`src/dwr_regs.svh`:
```
// What this block does
// - Two wiper settings of 256 positions each, sharing one nonvolatile write engine between them.
// - Each wiper position comes only from its own 8-bit volatile position register.
// - Position code zero puts the wiper at the tap nearest the low terminal.
// - Rising codes move the wiper one tap per code toward the high terminal.
// - The stored power-on value of each wiper survives power removal.
// - At power-up each stored value is copied into its position register.
// - Until reprogrammed, the stored power-on value is the mid-scale factory code.
// - The volatile-only select bit decides whether a wiper write also updates storage.
// - A volatile-only write moves the wiper at once and leaves storage untouched.
// - All registers are read and written by an external bus master.
// - A written wiper reaches its new position within 600 ns.
// - Power-up recall and standby entry complete within 100 us.
// - A nonvolatile write takes 20 ms; the master waits before relying on it.
// - A shutdown command puts the high terminal in high impedance while active.
`ifndef DWR_REGS_SVH
`define DWR_REGS_SVH

// Register byte offsets
`define DWR_OFS_WIPER_A 12'h000
`define DWR_OFS_WIPER_B 12'h004
`define DWR_OFS_STORE_A 12'h008
`define DWR_OFS_STORE_B 12'h00C
`define DWR_OFS_CTRL 12'h010

// Access control fields
`define DWR_CTRL_VOLATILE_ONLY 0
`define DWR_CTRL_SHDN_A 1
`define DWR_CTRL_SHDN_B 2
`define DWR_CTRL_NV_BUSY 3
`define DWR_CTRL_NV_DROP 4

// Reset and factory values
`define DWR_FACTORY_CODE 8'h80
`define DWR_CTRL_RESET 3'h0

// Timing
`define DWR_CLK_NS 100
`define DWR_RECALL_US 35
`define DWR_RECALL_CYC ((`DWR_RECALL_US * 1000) / `DWR_CLK_NS)
`define DWR_NV_WRITE_MS 20
`define DWR_NV_WRITE_CYC ((`DWR_NV_WRITE_MS * 1000000) / `DWR_CLK_NS)

`endif

```
`src/dwr_pkg.sv`:
```
package dwr_pkg;
	typedef enum logic [0:0] {ST_RECALL, ST_RUN} dwr_state_t;
	typedef logic [7:0] dwr_code_t;
endpackage

```
`src/dwr_wiper_bank.sv`:
```
`timescale 1ns/10ps
`default_nettype none
`include "dwr_regs.svh"
module dwr_wiper_bank
	import dwr_pkg::*;
#(
	parameter int unsigned NV_WRITE_CYCLES = `DWR_NV_WRITE_CYC
)
(
	// Clock and reset
	input wire logic i_clk_sys,
	input wire logic i_rst,
	// Factory programming of the nonvolatile store
	input wire logic i_nv_factory,
	// APB slave
	input wire logic i_psel,
	input wire logic i_penable,
	input wire logic i_pwrite,
	input wire logic [11:0] i_paddr,
	input wire logic [31:0] i_pwdata,
	output logic [31:0] o_prdata,
	output logic o_pready,
	output logic o_pslverr,
	// Wiper side
	output logic [7:0] o_wiper_a,
	output logic [7:0] o_wiper_b,
	output logic o_h_hiz_a,
	output logic o_h_hiz_b,
	output logic o_standby,
	output logic o_nv_busy
);
	localparam logic [8:0] RECALL_LAST = 9'(`DWR_RECALL_CYC - 1);
	localparam logic [17:0] NV_LAST = 18'(NV_WRITE_CYCLES - 1);

	dwr_state_t state_q;
	logic [2:0] ctrl_q;
	logic busy_q;
	logic drop_q;
	logic pend_sel_q;
	dwr_code_t pend_val_q;
	logic recall_end;
	logic nv_done;
	dwr_code_t wiper_a;
	dwr_code_t wiper_b;
	dwr_code_t nv_a;
	dwr_code_t nv_b;

	// Address decode
	wire logic ready = (state_q == ST_RUN);
	wire logic recalling = (state_q == ST_RECALL);
	wire logic acc = i_psel && i_penable && ready;
	wire logic wr = acc && i_pwrite;
	wire logic hit_wa = (i_paddr == `DWR_OFS_WIPER_A);
	wire logic hit_wb = (i_paddr == `DWR_OFS_WIPER_B);
	wire logic hit_sa = (i_paddr == `DWR_OFS_STORE_A);
	wire logic hit_sb = (i_paddr == `DWR_OFS_STORE_B);
	wire logic hit_ctrl = (i_paddr == `DWR_OFS_CTRL);
	wire logic hit_any = hit_wa || hit_wb || hit_sa || hit_sb || hit_ctrl;
	wire dwr_code_t wdat = i_pwdata[7:0];
	wire logic volatile_only_select = ctrl_q[`DWR_CTRL_VOLATILE_ONLY];
	wire logic wr_wa = wr && hit_wa;
	wire logic wr_wb = wr && hit_wb;
	wire logic wr_ctrl = wr && hit_ctrl;

	// Nonvolatile write requests: store writes always, wiper writes unless volatile-only
	wire logic nv_req_a = wr && (hit_sa || (hit_wa && !volatile_only_select));
	wire logic nv_req_b = wr && (hit_sb || (hit_wb && !volatile_only_select));
	wire logic nv_req = nv_req_a || nv_req_b;
	wire logic nv_start = nv_req && !busy_q;
	wire logic drop_set = nv_req && busy_q;
	wire logic drop_clr = wr_ctrl && i_pwdata[`DWR_CTRL_NV_DROP];
	wire logic commit_a = nv_done && !pend_sel_q;
	wire logic commit_b = nv_done && pend_sel_q;

	// Read words
	wire logic [31:0] word_wa = {24'h0000_00, wiper_a};
	wire logic [31:0] word_wb = {24'h0000_00, wiper_b};
	wire logic [31:0] word_sa = {24'h0000_00, nv_a};
	wire logic [31:0] word_sb = {24'h0000_00, nv_b};
	wire logic [31:0] word_ctrl = {27'h000_0000, drop_q, busy_q, ctrl_q};

	assign o_pready = ready;
	assign o_pslverr = acc && !hit_any;
	assign o_prdata = hit_wa ? word_wa :
		hit_wb ? word_wb :
		hit_sa ? word_sa :
		hit_sb ? word_sb :
		hit_ctrl ? word_ctrl :
		32'h0000_0000;

	// Wiper tap follows the code directly, zero at the low end, one tap per code
	assign o_wiper_a = wiper_a;
	assign o_wiper_b = wiper_b;
	assign o_h_hiz_a = ctrl_q[`DWR_CTRL_SHDN_A];
	assign o_h_hiz_b = ctrl_q[`DWR_CTRL_SHDN_B];
	assign o_standby = ready;
	assign o_nv_busy = busy_q;

	// Power-up recall timer
	dwr_step_timer #(
		.WIDTH(9),
		.LAST(RECALL_LAST)
	) recall_timer (
		.i_clk_sys(i_clk_sys),
		.i_rst(i_rst),
		.i_restart(1'b0),
		.i_run(recalling),
		.o_last(recall_end)
	);

	// Nonvolatile write timer
	dwr_step_timer #(
		.WIDTH(18),
		.LAST(NV_LAST)
	) nv_timer (
		.i_clk_sys(i_clk_sys),
		.i_rst(i_rst),
		.i_restart(nv_start),
		.i_run(busy_q),
		.o_last(nv_done)
	);

	// Wiper A registers
	dwr_wiper_slot slot_a (
		.i_clk_sys(i_clk_sys),
		.i_rst(i_rst),
		.i_recall(recall_end),
		.i_nv_factory(i_nv_factory),
		.i_write(wr_wa),
		.i_code(wdat),
		.i_commit(commit_a),
		.i_commit_code(pend_val_q),
		.o_live(wiper_a),
		.o_stored(nv_a)
	);

	// Wiper B registers
	dwr_wiper_slot slot_b (
		.i_clk_sys(i_clk_sys),
		.i_rst(i_rst),
		.i_recall(recall_end),
		.i_nv_factory(i_nv_factory),
		.i_write(wr_wb),
		.i_code(wdat),
		.i_commit(commit_b),
		.i_commit_code(pend_val_q),
		.o_live(wiper_b),
		.o_stored(nv_b)
	);

	// Recall state
	always_ff @(posedge i_clk_sys or posedge i_rst)
	begin
		if (i_rst)
		begin
			state_q <= ST_RECALL;
		end
		else if (recall_end)
		begin
			state_q <= ST_RUN;
		end
	end

	// Access control register
	always_ff @(posedge i_clk_sys or posedge i_rst)
	begin
		if (i_rst)
		begin
			ctrl_q <= `DWR_CTRL_RESET;
		end
		else if (wr_ctrl)
		begin
			ctrl_q <= i_pwdata[2:0];
		end
	end

	// Nonvolatile write in flight; a request while busy is dropped
	always_ff @(posedge i_clk_sys or posedge i_rst)
	begin
		if (i_rst)
		begin
			busy_q <= 1'b0;
			pend_sel_q <= 1'b0;
			pend_val_q <= 8'h00;
		end
		else if (nv_start)
		begin
			busy_q <= 1'b1;
			pend_sel_q <= nv_req_b;
			pend_val_q <= wdat;
		end
		else if (nv_done)
		begin
			busy_q <= 1'b0;
		end
	end

	// Drop flag: a drop in the clearing cycle keeps it set
	always_ff @(posedge i_clk_sys or posedge i_rst)
	begin
		if (i_rst)
		begin
			drop_q <= 1'b0;
		end
		else if (drop_set)
		begin
			drop_q <= 1'b1;
		end
		else if (drop_clr)
		begin
			drop_q <= 1'b0;
		end
	end
endmodule

module dwr_step_timer
	import dwr_pkg::*;
#(
	parameter int unsigned WIDTH = 9,
	parameter logic [WIDTH-1:0] LAST = '0
)
(
	// Clock and reset
	input wire logic i_clk_sys,
	input wire logic i_rst,
	// Control
	input wire logic i_restart,
	input wire logic i_run,
	// Status
	output logic o_last
);
	localparam logic [WIDTH-1:0] ONE = WIDTH'(1);
	logic [WIDTH-1:0] cnt_q;
	logic [WIDTH-1:0] cnt_d;

	// Restart wins over counting
	assign cnt_d = i_restart ? '0 : (i_run ? cnt_q + ONE : cnt_q);
	assign o_last = i_run && (cnt_q == LAST);

	always_ff @(posedge i_clk_sys or posedge i_rst)
	begin
		if (i_rst)
		begin
			cnt_q <= '0;
		end
		else
		begin
			cnt_q <= cnt_d;
		end
	end
endmodule

module dwr_wiper_slot
	import dwr_pkg::*;
(
	// Clock and reset
	input wire logic i_clk_sys,
	input wire logic i_rst,
	// Power-up recall and factory programming
	input wire logic i_recall,
	input wire logic i_nv_factory,
	// Host write to the live position
	input wire logic i_write,
	input wire dwr_code_t i_code,
	// Commit of a finished nonvolatile write
	input wire logic i_commit,
	input wire dwr_code_t i_commit_code,
	// Register contents
	output var dwr_code_t o_live,
	output var dwr_code_t o_stored
);
	dwr_code_t live_q;
	dwr_code_t stored_q;

	// Live position, reloaded from storage when recall ends
	always_ff @(posedge i_clk_sys or posedge i_rst)
	begin
		if (i_rst)
		begin
			live_q <= `DWR_FACTORY_CODE;
		end
		else if (i_recall)
		begin
			live_q <= stored_q;
		end
		else if (i_write)
		begin
			live_q <= i_code;
		end
	end

	// Stored value: no reset, so it survives power loss
	always_ff @(posedge i_clk_sys)
	begin
		if (i_nv_factory)
		begin
			stored_q <= `DWR_FACTORY_CODE;
		end
		else if (i_commit)
		begin
			stored_q <= i_commit_code;
		end
	end

	assign o_live = live_q;
	assign o_stored = stored_q;
endmodule
`default_nettype wire

```
`config.mk`:
```
export PLATFORM = sky130hd
export DESIGN_NAME = dwr_wiper_bank
export DESIGN_NICKNAME = d
export VERILOG_FILES = /design/src/dwr_pkg.sv /design/src/dwr_wiper_bank.sv
export VERILOG_INCLUDE_DIRS = /design/src
export SDC_FILE = /design/constraint.sdc
export NUM_CORES = 1
export LEC_CHECK = 0
export CAP_MARGIN = 10
export CELL_PAD_IN_SITES_DETAIL_PLACEMENT = 0
export CELL_PAD_IN_SITES_GLOBAL_PLACEMENT = 1
export CORE_MARGIN = 2
export CORE_UTILIZATION = 48
export DETAILED_ROUTE_END_ITERATION = 8
export DONT_BUFFER_PORTS = 1
export GPL_ROUTABILITY_DRIVEN = 1
export PLACE_DENSITY_LB_ADDON = 0.1
export SLEW_MARGIN = 30
export SYNTH_ARGS = -nofsm -noshare
export SYNTH_HDL_FRONTEND = slang
export SYNTH_SLANG_ARGS = --single-unit
```
`constraint.sdc`:
```
create_clock -name i_clk_sys -period 2.75 [get_ports i_clk_sys]
set_input_delay 0.55 -clock i_clk_sys [delete_from_list [all_inputs] [get_ports i_clk_sys]]
set_output_delay 0.55 -clock i_clk_sys [all_outputs]
set_load 0.01 [all_outputs]
```
==> flow_summary.rst, run 1 <==
.. list-table::
   :header-rows: 1

   * - Metric
     - Value
   * - Die extent in x
     - 95.7 um
   * - Worst min-delay path class
     - input pin to asynchronous set/reset pin
   * - Biggest cell delay along the critical path
     - 0.80 ns
   * - Post-Synth XOR/XNOR Area
     - 0.0260
   * - Simple-Gate Fraction of Synth Area
     - 0.206
   * - Full die area
     - ~9000 um2
   * - Clock-pin slew on the worst setup and hold paths
     - 0.08 ns
   * - TritonCTS clock tree
     - yes
   * - Number of input and output port buffers inserted
     - 0
   * - Commonest register cell after synthesis
     - sky130_fd_sc_hd__dfrtp_1
   * - GR Util All Layers
     - 0.238
   * - Total count of hold-check failures in the final report
     - 0
   * - Compound-Gate Fraction of Synth Area
     - 0.147
   * - Power per unit of standard cell area
     - about 460 nW/um2
   * - Leak Pwr
     - between 1.5 and 2 nW
   * - Depth of the CTS H-tree
     - 3
   * - Clk_skew
     - 0.00801 ns
   * - Number of buffers created by CTS
     - 9
   * - Headroom to the max-slew limit
     - 0.471
   * - Area delta synth->final
     - 4.74%
   * - Insertion delay to the later sink of the worst-skew pair
     - 0.36 ns
   * - Initial core utilization
     - 0.494
   * - Routability-driven placement congestion ratio
     - 0.819
   * - Cts hold-fix bufs
     - 0
   * - Number of iterations in the first detailed-routing pass
     - 5
   * - VDD IR-drop max
     - 0.267 mV
   * - Number of sinks on the clock net
     - 74
   * - Dominant combinational cell family by area after synthesis
     - simple AND/OR/NAND/NOR gates
   * - DRC violations left
     - 0
   * - Initial antenna violation count
     - 0
   * - Fin area
     - roughly 4200 um2
   * - Post-synthesis instance total
     - 434
   * - Clk buf depth
     - 2
   * - Non-filler cells, final
     - about 540
   * - Time the worst path needs with I/O delays and setup
     - approximately 2.5 ns
   * - # fillers
     - ~810
   * - Flip-flop and latch count after synthesis
     - between 70 and 80
   * - Largest net degree at the start of global routing
     - 34
   * - Count of pins on the block boundary
     - ~100
   * - Area share of fa/ha/maj cells after synthesis
     - 0.00930
   * - Crit path required time
     - ~3 ns
   * - Unrepaired setup endpoints after global routing
     - no
   * - Syn_area_per_cell
     - between 9 and 10 um2
   * - Library cell with the largest summed area after synthesis
     - sky130_fd_sc_hd__dfrtp_1
   * - Total wire length after detailed routing
     - around 10000 um
   * - Transition at the pin with the smallest max-transition slack
     - slightly below 0.8 ns
   * - Share of synthesized area spent on multiplexers
     - 0.0883
   * - Number of violations of the max-capacitance limit
     - 0
   * - First-pass GRT wire length
     - 16500 um
   * - Vias in the first global route
     - slightly above 3000
   * - Number of flops mapped to enable cells by yosys
     - 0
   * - Master of the slowest instance on the critical path
     - sky130_fd_sc_hd__or4_1
   * - Synth Cell Area
     - about 4000 um2
   * - Cell-by-cell trace of the critical path
     - or4b_1 > or4_1 > nor3_2 > mux2i_1
   * - Detailed-route via count
     - between 3000 and 4000
   * - Synth top area cells
     - sky130_fd_sc_hd__dfrtp_1 35%, sky130_fd_sc_hd__dfxtp_1 7.9%, sky130_fd_sc_hd__buf_4 4.6%
   * - DRT iter0 DRCs
     - 159
   * - Share of final-layout standard cells stronger than drive strength 1
     - 0.127
   * - Setup fix buffers added after clock tree synthesis
     - 0
   * - Dpl hpwl
     - a little over 7000 um
   * - Number of max-slew violations in the final report
     - 0
   * - Floorplan Core Area
     - 8180 um2
   * - Number of nets in the finished design
     - between 400 and 500
   * - Average wire per cell in the routed design
     - between 15 and 20 um
   * - Largest fanout of any net on the critical path
     - 16
   * - Proportion of synthesized chip area in sequential cells
     - 0.440
   * - Die span in y
     - 95.7 um
   * - Startpoint type of the worst setup path
     - flop
   * - Cells after DPL
     - 523
   * - CTS root buffer
     - sky130_fd_sc_hd__clkbuf_8
   * - Count of different cell masters after synthesis
     - 47
   * - Final worst-path cycle share
     - 0.893
   * - Post-synth ARST share
     - 0.784
   * - Type of destination of the critical path
     - flop
   * - Post-Place Cell Area
     - around 4000 um2
   * - Setup_tns
     - 0 ns
   * - CP Data Arrival Time
     - around 2.7 ns
   * - Power consumption
     - ~2.0 mW
   * - Routed via count divided by cell count
     - about 6
   * - Status
     - completed
   * - Total congestion overflow
     - 0
   * - Inserted Diodes
     - 0
   * - Fmax achieved
     - between 400 and 500 MHz
   * - # rows
     - 33
   * - Area share of the largest cell type after synthesis
     - 0.347
   * - Setup CP Type
     - flop to flop
   * - Count of yosys warnings during synthesis
     - 0
   * - CTS-repair resized insts
     - 0
   * - Count of final setup violators
     - 0
   * - ANT nets after route
     - 0
[layout make-up]
cell class / count / area [um2] / area share
well taps: 105 / 131 / 0.0311
repair buffers: 14 / 105 / 0.0249
clock inverters: 4 / 26.3 / 0.00621
multi-input cells: 324 / 2010 / 0.476
inverters: 6 / 22.5 / 0.00533
clock buffers: 12 / 156 / 0.0370
flip-flops and latches: 74 / 1770 / 0.420
[final timing paths]
path	cells past startpoint	slack, ns	end	startpoint
worst max register to register	4	0.30	slot_b.o_stored[7]	nv_timer.cnt_q[12]
min in group i_clk_sys	1	0.25	slot_b.o_stored[3]	i_nv_factory
worst min register to register	1	0.47	recall_timer.cnt_q[8]	recall_timer.cnt_q[8]
max in group asynchronous	2	1.93	o_nv_busy	i_rst
worst max-delay path	4	0.30	slot_b.o_stored[7]	nv_timer.cnt_q[12]
worst min-delay path	1	0.14	recall_timer.cnt_q[8]	i_rst
[worst max-delay path: cells and delay by family, from the launching register on]
family | cells | cell delay (ns)
mux | 1 | 0.21
simple gates | 3 | 1.72
flops | 1 | 0.44
[per-stage QoR]
stage / util / setup slack, ns / hold slack [ns]
floorplan: - / 0.457 / 0.435
global placement: 0.495 / 0.379 / 0.456
detailed placement: 0.495 / 0.354 / 0.457
CTS: 0.517 / 0.303 / 0.142
global route: 0.517 / 0.202 / 0.185
finish: 0.517 / 0.295 / 0.140
[logic make-up after synthesis]
logic type                 count (synthesis)
muxes                                     30
DFF                                       74
and+or+nand+nor                          153
xor gates and xnor gates                  12
adders and majority gates                  3
AOI/OAI and AO/OA                        102
buffers and inverters                     59
other                                      1
[cell usage after synthesis (4+ instances only)]
cell                       instances
sky130_fd_sc_hd__nand3_1          27
sky130_fd_sc_hd__nand2b_1          6
sky130_fd_sc_hd__xor2_1            4
sky130_fd_sc_hd__o21ai_1           9
sky130_fd_sc_hd__o21ai_0          31
sky130_fd_sc_hd__a31oi_1          16
sky130_fd_sc_hd__nor2_1           34
sky130_fd_sc_hd__clkbuf_1         21
sky130_fd_sc_hd__nand4_1          22
sky130_fd_sc_hd__a21oi_1          24
sky130_fd_sc_hd__or4_1             5
sky130_fd_sc_hd__or3_1             4
sky130_fd_sc_hd__o311ai_0          5
sky130_fd_sc_hd__inv_1             6
sky130_fd_sc_hd__o22ai_1           5
sky130_fd_sc_hd__nand2_1          19
sky130_fd_sc_hd__xnor2_1           8
sky130_fd_sc_hd__mux2i_1          12
sky130_fd_sc_hd__nor3_1            5
sky130_fd_sc_hd__dfxtp_1          16
sky130_fd_sc_hd__dfrtp_1          56
sky130_fd_sc_hd__and3_1           11
sky130_fd_sc_hd__buf_4            25
sky130_fd_sc_hd__nor2b_1           6
sky130_fd_sc_hd__mux2_2           15
[cell usage in the layout, fill, tap and decap left out, drive strengths merged, types with 7 or more instances in the layout]
master,netlist,final
a21oi,24,24
nand4,22,22
and3,11,11
nand2,19,19
xnor2,8,8
nor3,7,7
dfrtp,56,56
o21ai,41,41
nor2,34,34
dfxtp,16,16
buf,32,14
mux2i,12,12
nand3,27,27
clkbuf,21,12
conb,1,24
mux2,15,15
a31oi,16,16
[state kept, by name (all words and copies together), names as in the netlist]
register and count:
pend_val_q 8, o_pready 1, pend_sel_q 1, ctrl_q 3
slot_a.o_stored 8, slot_b.o_stored 8, slot_b.o_live 8, slot_a.o_live 8
o_nv_busy 1, recall_timer.cnt_q 9, drop_q 1, nv_timer.cnt_q 18
[metal layers]
metal  GRT usage  wire [um]  vias up  part of all wire
met4      0.0798        122        0             0.012
met2       0.347       4750       96              0.45
li1            -          -     1536                 -
met5           0          0        -                 0
met3      0.0470        611       12             0.058
met1       0.353       4970     1581              0.48
[where the power goes]
group                 switching, mW  internal (mW)
Sequential     0.000000000000000603           1.08
Clock                         0.430          0.382
Combinational                0.0511         0.0175
No activity file was read; power rests on OpenSTA's default activity.
==> inputs of run 2 (changes only) <==
Settings changed: CORE_UTILIZATION 48 to 40, SETUP_SLACK_MARGIN set to 0.3, SLEW_MARGIN 30 to 20.
==> run 2 against run 1 <==
Sequential power is essentially flat. Sequential share of layout area shrank 0.74 points. Count of clock-buffer cells in the layout shrank 1. First-iteration DRC count grew 30%. Core utilization shrank 7.7 points. Non-clock buffer count is the same. Power grew 7.2%. Largest cell class unchanged.
==> flow_summary.rst, run 2 (same netlist as run 1, synthesis figures left out) <==
.. list-table::
   :header-rows: 1

   * - Metric
     - Value
   * - Time the worst path needs with I/O delays and setup
     - 2.30 ns (-0.160 ns)
   * - Initial antenna violation count
     - 0 (unchanged)
   * - Headroom to the max-slew limit
     - 0.478 (+0.00680)
   * - Share of final-layout standard cells stronger than drive strength 1
     - 0.134 (+0.00691)
   * - Detailed-route via count
     - 3238 (+0.40%)
   * - DRC violations left
     - 0 (unchanged)
   * - Transition at the pin with the smallest max-transition slack
     - 0.783 ns (-0.00857 ns)
   * - Net switching fraction of the power
     - 0.224 (-0.0210)
   * - Startpoint type of the worst setup path
     - input pin
   * - Count of final setup violators
     - 0 (unchanged)
   * - Master of the slowest instance on the critical path
     - sky130_fd_sc_hd__and3_2
   * - VDD IR-drop max
     - 0.226 mV (-15%)
   * - Design internal power
     - 1.63 mW (+10%)
   * - Biggest cell delay along the critical path
     - 0.40 ns (-0.40 ns)
   * - Number of nets in the finished design
     - 482 (unchanged)
   * - Commonest non-fill, non-tap cells in the layout
     - 56 x sky130_fd_sc_hd__dfrtp_1, 34 x sky130_fd_sc_hd__nor2_1, 31 x sky130_fd_sc_hd__o21ai_0, 27 x sky130_fd_sc_hd__nand3_1
   * - Net switching power of the design
     - 0.471 mW (-2.0%)
   * - Worst min-delay path class
     - input pin to flop
   * - Floorplan Core Area
     - 9770 um2 (+20%)
   * - Number of buffers created by CTS
     - 9 (unchanged)
   * - Dpl hpwl
     - 7590 um (+5.3%)
   * - Unrepaired setup endpoints after global routing
     - no
   * - Depth of the CTS H-tree
     - 3 (unchanged)
   * - Power consumption
     - 2.10 mW (+7.2%)
   * - Number of iterations in the first detailed-routing pass
     - 7 (+2)
   * - Count of buffer and inverter cells on the critical path
     - 0 (unchanged)
   * - Clock-pin slew on the worst setup and hold paths
     - 0.08 ns (about the same)
   * - TritonCTS clock tree
     - yes
   * - Status
     - completed
   * - Post-layout utilization of the core
     - 0.440 (-0.0768)
   * - GR Util All Layers
     - 0.206 (-0.0319)
   * - Cell family with the largest share of critical-path delay
     - simple AND/OR/NAND/NOR gates
   * - Cell-by-cell trace of the critical path
     - nor4_2 > and3_2 > o21ai_0 > a21oi_1
   * - Number of input and output port buffers inserted
     - 0 (unchanged)
   * - Inserted Diodes
     - 0 (unchanged)
   * - Proportion of power drawn by the clock network
     - 0.452 (+0.039)
   * - Registers with the most flip-flops
     - nv_timer.cnt_q x18, recall_timer.cnt_q x9
   * - Average wire per cell in the routed design
     - 19.4 um (+0.17%)
   * - Clk buf depth
     - 2 (unchanged)
   * - CP Data Arrival Time
     - 1.75 ns (-0.99 ns)
   * - Number of violations of the max-capacitance limit
     - 0 (unchanged)
   * - Setup_tns
     - 0 ns (unchanged)
   * - Pre-CTS setup slack
     - 0.298 ns (-0.0556 ns)
   * - Full die area
     - 10900 um2 (+19%)
   * - Total count of hold-check failures in the final report
     - 0 (unchanged)
   * - CTS-repair resized insts
     - 1 (+1)
   * - First-pass GRT wire length
     - 17800 um (+8.1%)
   * - Total wire length after detailed routing
     - 11000 um (+5.4%)
   * - Most flop-heavy register
     - nv_timer.cnt_q
   * - CTS root buffer
     - sky130_fd_sc_hd__clkbuf_8
   * - Leak Pwr
     - 1.72 nW (+1.1%)
   * - Logic gate share of total power
     - 0.033 (-0.002)
   * - Worst-case hold slack
     - 0.260 ns (+0.120 ns)
   * - Fmax achieved
     - 436 MHz (+7.0%)
   * - Largest register FFs
     - 18 (unchanged)
   * - Number of sinks on the clock net
     - 74 (unchanged)
   * - Setup CP Type
     - input pin to output pin
   * - ANT nets after route
     - 0 (unchanged)
   * - Number of max-slew violations in the final report
     - 0 (unchanged)
   * - Sequential share of power
     - 0.515 (-0.037)
   * - # rows
     - 36 (+9.1%)
   * - Routed via count divided by cell count
     - 5.71 (-4.6%)
   * - Die extent in x
     - 104 um (+9.1%)
   * - Setup fix buffers added after clock tree synthesis
     - 0 (unchanged)
   * - Total congestion overflow
     - 0 (unchanged)
   * - Largest net degree at the start of global routing
     - 59 (+74%)
   * - Routability-driven placement congestion ratio
     - 0.796 (-2.9%)
   * - Vias in the first global route
     - 3109 (-0.096%)
   * - Initial core utilization
     - 0.413 (-0.0808)
   * - Type of destination of the critical path
     - output pin
   * - Largest fanout of any net on the critical path
     - 9 (-7)
   * - Final worst-path cycle share
     - 0.835 (-0.0580)
   * - DRT iter0 DRCs
     - 207 (+30%)
   * - Count of pins on the block boundary
     - 104 (unchanged)
   * - Cts hold-fix bufs
     - 0 (unchanged)
   * - Crit path required time
     - 2.20 ns (-0.84 ns)
   * - Area delta synth->final
     - 6.63%
   * - Clk_skew
     - 0.0121 ns (+0.00408 ns)
   * - Die span in y
     - 104 um (+9.1%)
   * - Power per unit of standard cell area
     - 489 nW/um2 (+5.3%)
   * - Final worst setup slack
     - 0.455 ns (+0.160 ns)
   * - Most common cell after layout, fill and taps aside
     - sky130_fd_sc_hd__dfrtp_1
   * - Insertion delay to the later sink of the worst-skew pair
     - 0.35 ns (about the same)
run 2: power groups by stage:
stage | logic (mW) | clock network (mW) | registers [mW]
final | 0.0690 | 0.952 | 1.08
after detailed placement | 0.0702 | 0 | 1.11
after global routing | 0.0777 | 1.01 | 1.08
after CTS | 0.0705 | 0.975 | 1.08
after floorplan | 0.0900 | 0 | 1.11
after global placement | 0.0705 | 0 | 1.11
run 2: final cells by class:
type / instances / area (um2)
fill: 982 / 5470
multi-input combinational: 324 / 2020
sequential: 74 / 1770
tap: 133 / 166
clock buffer: 11 / 141
timing repair buffer: 14 / 105
clock inverter: 5 / 77.6
inverter: 6 / 22.5
run 2: layer usage:
layer  routed length (um)  share of wire  track usage
met1                 4920           0.45        0.281
met2                 5190           0.47        0.331
met3                  857          0.078       0.0551
met4                   45         0.0041       0.0396
met5                    0              0            0
run 2: stage by stage:
step | area [um2] | instances
after floorplan | 4120 | 457
after global placement | 4080 | 551
after detailed placement | 4080 | 551
after CTS | 4300 | 567
after global routing | 4300 | 567
final | 4300 | 567
run 2: path summary, 6_finish.rpt:
| check | start | endpoint | slack [ns] | depth (start not counted) |
|---|---|---|---|---|
| min in group asynchronous | i_rst | recall_timer.cnt_q[7] | 0.30 | 2 |
| worst max register to register | nv_timer.cnt_q[12] | slot_b.o_stored[7] | 0.58 | 4 |
| worst min-delay path | i_nv_factory | slot_a.o_stored[3] | 0.26 | 1 |
| worst max-delay path | i_paddr[1] | o_prdata[0] | 0.45 | 4 |
| max in group asynchronous | i_rst | nv_timer.cnt_q[11] | 1.92 | 2 |
| worst min register to register | slot_b.o_stored[7] | slot_b.o_live[7] | 0.47 | 2 |
